--- src/status_pkg.sv ---
// Functional notes
// RL1 - Restart pulses fault indicator on then off
// RL2 - Internal error holds fault indicator on
// RL3 - Initialisation failure blinks fault indicator
// RL4 - Bad configuration: fault and ready alternate
// RL5 - Bad configuration option: fault, ready in phase
// RL6 - Exchange with fast backplane: ready on
// RL7 - Exchange with slow backplane: ready off
// RL8 - Ready blinks after init until exchange
// RL9 - Exchange indicator shows fieldbus activity
// RL10 - Output fault on short, overload, overtemperature
// RL11 - Operator keeps address 1..99, unique
// RL12 - Address sampled once at power-on
// RL13 - Selector to 00 saves one snapshot
// RL14 - Master declares output module at location 1
// RL15 - Self-test, ready, then exchange on parameters
// RL16 - Backplane error stops, restarts after 2 s
// RL17 - One shared 1 Hz 50 percent blink
`default_nettype none
package status_pkg;
	localparam int CLK_HZ = 25000000;
	localparam int BLINK_HZ = 1;
	localparam int BLINK_HALF_CYC = CLK_HZ / (2 * BLINK_HZ);
	localparam int RESTART_S = 2;
	localparam int RESTART_CYC = CLK_HZ * RESTART_S;
	localparam int PULSE_MS = 100;
	localparam int PULSE_CYC = (CLK_HZ / 1000) * PULSE_MS;
	localparam int ADDR_W = 7;
	localparam logic [ADDR_W-1:0] ADDR_ZERO = 7'h00;
	localparam logic [ADDR_W-1:0] ADDR_MIN = 7'h01;
	localparam logic [ADDR_W-1:0] ADDR_MAX = 7'h63;

	typedef enum logic [2:0] {
		ST_PULSE = 3'b000,
		ST_SELFTEST = 3'b001,
		ST_READY = 3'b010,
		ST_EXCHANGE = 3'b011,
		ST_STOP = 3'b100
	} phase_t;
endpackage : status_pkg
`default_nettype wire

--- src/blink_if.sv ---
`default_nettype none
interface blink_if;
	logic phase;
	modport source(output phase);
	modport sink(input phase);
endinterface : blink_if
`default_nettype wire

--- src/fieldbus_slave_status_indicators.sv ---
`default_nettype none
module fieldbus_slave_status_indicators
	import status_pkg::*;
#(
	parameter int BLINK_HALF = BLINK_HALF_CYC,
	parameter int RESTART_WAIT = RESTART_CYC,
	parameter int PULSE_LEN = PULSE_CYC
) (
	input wire logic clk,
	input wire logic nrst,
	input wire logic powerGood,
	input wire logic selfTestDone,
	input wire logic selfTestPass,
	input wire logic initFail,
	input wire logic internalError,
	input wire logic paramValid,
	input wire logic configBad,
	input wire logic configInPhase,
	input wire logic backplaneError,
	input wire logic backplaneFaster,
	input wire logic busActivity,
	input wire logic shortCircuit,
	input wire logic overload,
	input wire logic overTemp,
	input wire logic [ADDR_W-1:0] addrSelector,
	output logic power_indicator,
	output logic fault_indicator,
	output logic ready_indicator,
	output logic exchange_indicator,
	output logic outPower_indicator,
	output logic outFault_indicator,
	output logic [ADDR_W-1:0] stationAddr,
	output logic stationAddrValid,
	output logic snapshotReq,
	output logic inExchange,
	output logic restarting
);
	// ************************************
	// Checks and blink source
	// ************************************
	initial begin
		if (RESTART_WAIT < 1 || PULSE_LEN < 1) $error("Timing counts must be positive");
	end
	blink_if blinkBus();
	blink_gen #(.HALF_CYC(BLINK_HALF)) blinkGen (.clk(clk), .nrst(nrst), .blink(blinkBus));
	logic blinkOn;
	assign blinkOn = blinkBus.phase;

	// ************************************
	// Start-up sequencer
	// ************************************
	// The restart pulse and stop wait share one counter, since they never overlap.
	phase_t phase_reg, phase_next;
	logic [31:0] tmr_reg, tmr_next;
	logic addrTaken_reg, addrTaken_next;
	logic [ADDR_W-1:0] addr_reg, addr_next;
	logic sel0_reg, sel0_next;
	logic snap_reg, snap_next;
	always_comb begin
		phase_next = phase_reg;
		tmr_next = tmr_reg;
		addrTaken_next = addrTaken_reg;
		addr_next = addr_reg;
		snap_next = 1'b0;
		sel0_next = (addrSelector == ADDR_ZERO);
		if (!addrTaken_reg) begin // [RL12]
			addrTaken_next = 1'b1;
			addr_next = addrSelector;
		end else if (sel0_next && !sel0_reg) begin
			snap_next = 1'b1; // [RL13]
		end
		case (phase_reg)
			ST_PULSE: begin // [RL1]
				if (tmr_reg >= 32'(PULSE_LEN - 1)) begin
					tmr_next = 32'h00000000;
					phase_next = ST_SELFTEST;
				end else begin
					tmr_next = tmr_reg + 32'h00000001;
				end
			end
			ST_SELFTEST: begin // [RL15]
				if (backplaneError) begin
					phase_next = ST_STOP;
				end else if (selfTestDone && selfTestPass) begin
					phase_next = ST_READY;
				end
			end
			ST_READY: begin
				if (backplaneError) begin
					phase_next = ST_STOP;
				end else if (paramValid && !configBad && !initFail) begin
					phase_next = ST_EXCHANGE; // [RL15]
				end
			end
			ST_EXCHANGE: begin
				if (backplaneError) begin
					phase_next = ST_STOP;
				end else if (!paramValid) begin
					phase_next = ST_READY;
				end
			end
			ST_STOP: begin // [RL16]
				if (tmr_reg >= 32'(RESTART_WAIT - 1)) begin
					tmr_next = 32'h00000000;
					phase_next = ST_PULSE;
				end else begin
					tmr_next = tmr_reg + 32'h00000001;
				end
			end
			default: begin
				phase_next = ST_PULSE;
				tmr_next = 32'h00000000;
			end
		endcase
	end
	always_ff @(posedge clk) begin
		if (!nrst) begin
			phase_reg <= ST_PULSE;
			tmr_reg <= 32'h00000000;
			addrTaken_reg <= 1'b0;
			addr_reg <= ADDR_ZERO;
			sel0_reg <= 1'b1;
			snap_reg <= 1'b0;
		end else begin
			phase_reg <= phase_next;
			tmr_reg <= tmr_next;
			addrTaken_reg <= addrTaken_next;
			addr_reg <= addr_next;
			sel0_reg <= sel0_next;
			snap_reg <= snap_next;
		end
	end

	// ************************************
	// Indicator decode
	// ************************************
	// Fault priority: restart pulse, internal error, configuration, initialisation.
	logic fault_next, ready_next;
	always_comb begin
		fault_next = 1'b0;
		ready_next = 1'b0;
		if (phase_reg == ST_PULSE) begin
			fault_next = 1'b1; // [RL1]
		end else if (internalError) begin
			fault_next = 1'b1; // [RL2]
		end else if (configBad) begin
			fault_next = blinkOn;
			ready_next = configInPhase ? blinkOn : ~blinkOn; // [RL4] [RL5]
		end else if (initFail) begin
			fault_next = blinkOn; // [RL3]
		end
		if (!configBad) begin
			if (phase_reg == ST_EXCHANGE) begin
				ready_next = backplaneFaster; // [RL6] [RL7]
			end else if (phase_reg == ST_READY && !initFail) begin
				ready_next = blinkOn; // [RL8]
			end
		end
	end
	always_ff @(posedge clk) begin
		if (!nrst) begin
			power_indicator <= 1'b0;
			fault_indicator <= 1'b0;
			ready_indicator <= 1'b0;
			exchange_indicator <= 1'b0;
			outPower_indicator <= 1'b0;
			outFault_indicator <= 1'b0;
			stationAddr <= ADDR_ZERO;
			stationAddrValid <= 1'b0;
			snapshotReq <= 1'b0;
			inExchange <= 1'b0;
			restarting <= 1'b0;
		end else begin
			power_indicator <= powerGood;
			fault_indicator <= fault_next;
			ready_indicator <= ready_next;
			exchange_indicator <= busActivity; // [RL9]
			outPower_indicator <= powerGood;
			outFault_indicator <= shortCircuit | overload | overTemp; // [RL10]
			stationAddr <= addr_reg;
			stationAddrValid <= addrTaken_reg && addr_reg >= ADDR_MIN && addr_reg <= ADDR_MAX;
			snapshotReq <= snap_reg;
			inExchange <= (phase_reg == ST_EXCHANGE);
			restarting <= (phase_reg == ST_STOP);
		end
	end

	// ************************************
	// Assertions
	// ************************************
	pulseFault_a: assert property (@(posedge clk) disable iff (!nrst) // [RL1]
		(phase_reg == ST_PULSE) |=> fault_indicator) else $error("No restart pulse");
	internalErr_a: assert property (@(posedge clk) disable iff (!nrst) // [RL2]
		internalError |=> fault_indicator) else $error("Internal error dark");
	initBlink_a: assert property (@(posedge clk) disable iff (!nrst) // [RL3]
		(phase_reg != ST_PULSE && !internalError && !configBad && initFail)
		|=> (fault_indicator == $past(blinkOn))) else $error("Init blink wrong");
	cfgAlt_a: assert property (@(posedge clk) disable iff (!nrst) // [RL4]
		(phase_reg != ST_PULSE && !internalError && configBad && !configInPhase)
		|=> (fault_indicator != ready_indicator)) else $error("Not alternating");
	cfgPhase_a: assert property (@(posedge clk) disable iff (!nrst) // [RL5]
		(phase_reg != ST_PULSE && !internalError && configBad && configInPhase)
		|=> (fault_indicator == ready_indicator)) else $error("Not in phase");
	readyExch_a: assert property (@(posedge clk) disable iff (!nrst) // [RL6] [RL7]
		(phase_reg == ST_EXCHANGE && !configBad) |=> (ready_indicator == $past(backplaneFaster)))
		else $error("Ready wrong in exchange");
	readyBlink_a: assert property (@(posedge clk) disable iff (!nrst) // [RL8]
		(phase_reg == ST_READY && !configBad && !initFail) |=> (ready_indicator == $past(blinkOn)))
		else $error("Ready not blinking");
	exchLed_a: assert property (@(posedge clk) disable iff (!nrst) // [RL9]
		busActivity |=> exchange_indicator) else $error("Activity not shown");
	outFault_a: assert property (@(posedge clk) disable iff (!nrst) // [RL10]
		(shortCircuit || overload || overTemp) |=> outFault_indicator)
		else $error("Output fault dark");
	addrHeld_a: assert property (@(posedge clk) disable iff (!nrst) // [RL12]
		$past(addrTaken_reg) |-> $stable(addr_reg)) else $error("Address changed");
	snapOnce_a: assert property (@(posedge clk) disable iff (!nrst) // [RL13]
		snap_reg |=> !snap_reg) else $error("Snapshot repeated");
	stopToPulse_a: assert property (@(posedge clk) disable iff (!nrst) // [RL16]
		(phase_reg == ST_STOP && tmr_reg == 32'(RESTART_WAIT - 1)) |=> (phase_reg == ST_PULSE))
		else $error("No restart after stop");
	exchEnter_a: assert property (@(posedge clk) disable iff (!nrst) // [RL15]
		(phase_reg == ST_READY && !backplaneError && paramValid && !configBad && !initFail)
		|=> (phase_reg == ST_EXCHANGE)) else $error("Exchange not entered");
	coverExch_c: cover property (@(posedge clk) disable iff (!nrst)
		phase_reg == ST_READY ##1 phase_reg == ST_EXCHANGE);
	coverStop_c: cover property (@(posedge clk) disable iff (!nrst)
		phase_reg == ST_STOP ##1 phase_reg == ST_PULSE);
	coverCfg_c: cover property (@(posedge clk) disable iff (!nrst) configBad && fault_indicator);
	coverSnap_c: cover property (@(posedge clk) disable iff (!nrst) snap_reg);
endmodule : fieldbus_slave_status_indicators
`default_nettype wire

--- src/blink_gen.sv ---
`default_nettype none
module blink_gen
	import status_pkg::*;
#(
	parameter int HALF_CYC = BLINK_HALF_CYC
) (
	input wire logic clk,
	input wire logic nrst,
	blink_if.source blink
);
	// ************************************
	// Shared blink timebase
	// ************************************
	initial begin
		if (HALF_CYC < 1) $error("HALF_CYC must be at least one");
	end
	logic [31:0] cnt_reg, cnt_next;
	logic phase_reg, phase_next;
	always_comb begin
		cnt_next = cnt_reg + 32'h00000001;
		phase_next = phase_reg;
		if (cnt_reg >= 32'(HALF_CYC - 1)) begin // [RL17]
			cnt_next = 32'h00000000;
			phase_next = ~phase_reg;
		end
	end
	always_ff @(posedge clk) begin
		if (!nrst) begin
			cnt_reg <= 32'h00000000;
			phase_reg <= 1'b0;
		end else begin
			cnt_reg <= cnt_next;
			phase_reg <= phase_next;
		end
	end
	assign blink.phase = phase_reg;
	phaseHold_a: assert property (@(posedge clk) disable iff (!nrst) // [RL17]
		(cnt_reg != 32'(HALF_CYC - 1)) |=> $stable(phase_reg))
		else $error("Blink phase changed early");
	phaseFlip_a: assert property (@(posedge clk) disable iff (!nrst) // [RL17]
		(cnt_reg == 32'(HALF_CYC - 1)) |=> (phase_reg != $past(phase_reg)))
		else $error("Blink phase did not toggle");
endmodule : blink_gen
`default_nettype wire

--- config.mk ---
export PLATFORM = sky130hd
export DESIGN_NAME = fieldbus_slave_status_indicators
export DESIGN_NICKNAME = d
export VERILOG_FILES = /design/src/status_pkg.sv /design/src/blink_if.sv /design/src/fieldbus_slave_status_indicators.sv /design/src/blink_gen.sv
export SDC_FILE = /design/constraint.sdc
export NUM_CORES = 1
export LEC_CHECK = 0
export ABC_AREA = 1
export BUFFER_PORTS_ARGS = -buffer_cell sky130_fd_sc_hd__buf_2
export CORE_MARGIN = 4
export CORE_UTILIZATION = 40
export CTS_CLUSTER_DIAMETER = 40
export DETAILED_ROUTE_END_ITERATION = 12
export GPL_ROUTABILITY_DRIVEN = 0
export GPL_TIMING_DRIVEN = 0
export PLACE_DENSITY = 0.68
export SKIP_CTS_REPAIR_TIMING = 1
export SYNTH_ARGS = -nofsm -noshare
export SYNTH_HDL_FRONTEND = slang
export SYNTH_HIERARCHICAL = 1
export SYNTH_SLANG_ARGS = --single-unit
--- constraint.sdc ---
create_clock -name clk -period 1.6 [get_ports clk]
set_clock_uncertainty 0.2 [all_clocks]
set_input_delay 0.08 -clock clk [delete_from_list [all_inputs] [get_ports clk]]
set_output_delay 0.08 -clock clk [all_outputs]
set_load 0.01 [all_outputs]
==> metrics.txt <==
outcome finished, violations left; failing checks setup timing; synthesized cell area roughly 4800 µm²; Post-Syn Area per Cell 7.20 µm²; die height 118 µm; Crit path arrival time 1.85 ns; critical path's slowest cell dfxtp_4; register share of total power 0.428; vias per std cell around 4.8; CTS buffer count 9; delay-heaviest family, CP simple AND/OR/NAND/NOR gates; Post-Synthesis Cells 673; RSZ-0062 raised after global routing true; initial antenna violation count 0; H-Tree Depth 3; placed insts 862; synth unique cells 40; CP Capture Type flip-flop; Reg clk slew, reported paths 0.07 ns; min setup slack post-route -0.228 ns; Max IR drop VDD between 0.5 and 0.6 mV; Cell Area, Placed roughly 5300 µm²; final WL approximately 11 mm; Final Hold Fails 0; minimum clock period about 1.8 ns; f_max 547 MHz; DRT iter0 DRCs roughly 300; nets 792; Sw Pwr 1.88 mW; Hold Path Stages 6; Setup WS pre-CTS -0.306 ns; largest net degree at the start of global routing 17; gr usage total 0.148; die width 118 µm; internal power 4.11 mW; post-synthesis sequential area ratio 0.388; Slew HR 0.643; clock sinks 94; Critical Path RT 1.62 ns; R2R cell count 11; Leakage Power ~2.5 nW; routed len/inst about 12 µm; Power Density 976 nW/µm²; stages on the worst setup path 11; Primary FF master, synth dfxtp_1; CTS tree done; DRC Markers 0; Final Cell Area roughly 6100 µm²; Setup violations, final 58; Clock power frac 0.329; Slew Viols, Final 0; grt total ovfl 0; IO Pins 40; CP max FO 6; Worst path max stage delay between 0.3 and 0.4 ns; initial core utilization 0.416; Max Root-Sink Buffers 2; share of cells above drive strength 1 0.285; sw frac 0.314; synthesis-to-finish area growth 26.8%; area of the core 11700 µm²; Final HPWL DP 7.72 mm; port bufs 39; worst-path cell chain ha_4, nand2_4, nor2_4, nand2_1, nand3_2, nand3_1, nand2_2, nand2_4, buf_4, o21ai_1, a21oi_1; first-pass GRT wire length 17.6 mm; Setup CP Type reg -> reg; Period Utilization, post-route 1.14; n_diodes 0; DRT Pass-1 Iters 5; Comb pwr share 0.244; clock latency on the worst-skew pair 0.34 ns; die area 13900 µm²; DRT antenna net count 0; Layout Cells excl Fill 914; Synth Register Bits 94; MaxCap Viol Count 0; final core occ 0.527; Root Buffer clkbuf_16; Post-Route Setup TNS -8.03 ns; via count ~4400; Row Count 39; Buf/Inv on CP 1; Hold Crit Class in -> reg; Yosys Warn Count 6; number of flops mapped to enable cells by yosys 0; CP Launch Type flip-flop; post-synthesis async set-or-reset flop share 0; cell mode on critical path nand2_4; Tightest Pin Transition 0.535 ns; vias in the first global route 3990
-- layer usage --
layer  GRT usage  up-vias  wire length (µm)
met5           0        -                 0
met4      0.0557        0               144
met3      0.0384       11               445
met2       0.239       92              5380
met1       0.190     2021              5020
li1            -     2307                 -
-- final timing paths --
kind / startpoint / endpoint / slack (ns)
worst max-delay path: tmr_reg[0]$_SDFFE_PN0N_ / tmr_reg[18]$_SDFFE_PN0N_ / -0.23
worst min-delay path: paramValid / phase_reg[1]$_SDFFE_PN0P_ / 0.005
worst max register to register: tmr_reg[0]$_SDFFE_PN0N_ / tmr_reg[18]$_SDFFE_PN0N_ / -0.23
worst min register to register: sel0_reg$_SDFF_PN1_ / snap_reg$_SDFF_PN0_ / 0.19
-- per-stage QoR --
step | power (mW) | hold slack [ns]
6_report | 6.00 | 0.00545
3_3_place_gp | 3.80 | 0.0669
5_1_grt | 6.31 | 0.0546
4_1_cts | 5.82 | -0.294
3_5_place_dp | 3.83 | 0.0678
2_1_floorplan | 3.47 | -0.0923
-- area by class of cell --
type                    count  area (µm²)
well taps                 143         179
repair buffers             76         559
fillers                  1068        5520
clock inverters             6        47.5
flip-flops and latches     94        1930
inverters                  83         312
clock buffers               9         225
plain buffers              14         143
multi-input cells         489        2750
-- cells in the mapped netlist, types with 3 or more instances --
library cell | count | area share
a21oi_1 | 35 | 0.036
buf_6 | 3 | 0.0070
clkbuf_1 | 6 | 0.0046
dfxtp_1 | 94 | 0.39
inv_1 | 78 | 0.060
inv_2 | 4 | 0.0031
nand2_1 | 167 | 0.13
nand2_2 | 14 | 0.018
nand2_4 | 3 | 0.0070
nand3_1 | 42 | 0.043
nand3_2 | 6 | 0.012
nand4_1 | 12 | 0.015
nor2_1 | 83 | 0.064
nor2_2 | 14 | 0.018
nor2_4 | 22 | 0.051
nor3_1 | 20 | 0.021
nor4_1 | 3 | 0.0039
o21ai_0 | 18 | 0.019
or2_2 | 3 | 0.0039
xnor2_1 | 8 | 0.014
xor2_1 | 11 | 0.020
-- kinds of logic (layout without fill, tap and decap cells) --
| group | Yosys count | count (layout) | synth area share |
|---|---|---|---|
| simple gates | 397 | 397 | 0.407 |
| buf+inv | 97 | 188 | 0.0914 |
| flops | 94 | 94 | 0.388 |
| compound gates | 63 | 63 | 0.0728 |
| xor+xnor | 19 | 19 | 0.0343 |
| fa+ha+maj | 2 | 2 | 0.00516 |
| other cells | 1 | 8 | 0.000773 |
-- cells in the final DEF, fill, tap and decap left out, drive strengths merged, types with 19 or more instances in the layout --
cell type	count
nand2	184
nor2	119
dfxtp	94
inv	83
buf	61
nand3	49
a21oi	38
nor3	24
dlygate4sd3	19
o21ai	19
clkbuf	19
-- power by group through the flow --
stage          clock [mW]  combinational, mW  sequential, mW
4_1_cts              2.04               1.22            2.56
5_1_grt              2.13               1.61            2.58
6_report             1.97               1.46            2.56
2_1_floorplan           0              0.871            2.60
3_5_place_dp            0               1.22            2.61
3_3_place_gp            0               1.20            2.60
-- worst min-delay path, stage by stage --
cell and delay (ns):
buf_2 0.11, nand2_1 0.05, nand3_1 0.06, nand2_1 0.07, nand3_1 0.07, a21oi_1 0.06
(Power assumes the default switching activity.)
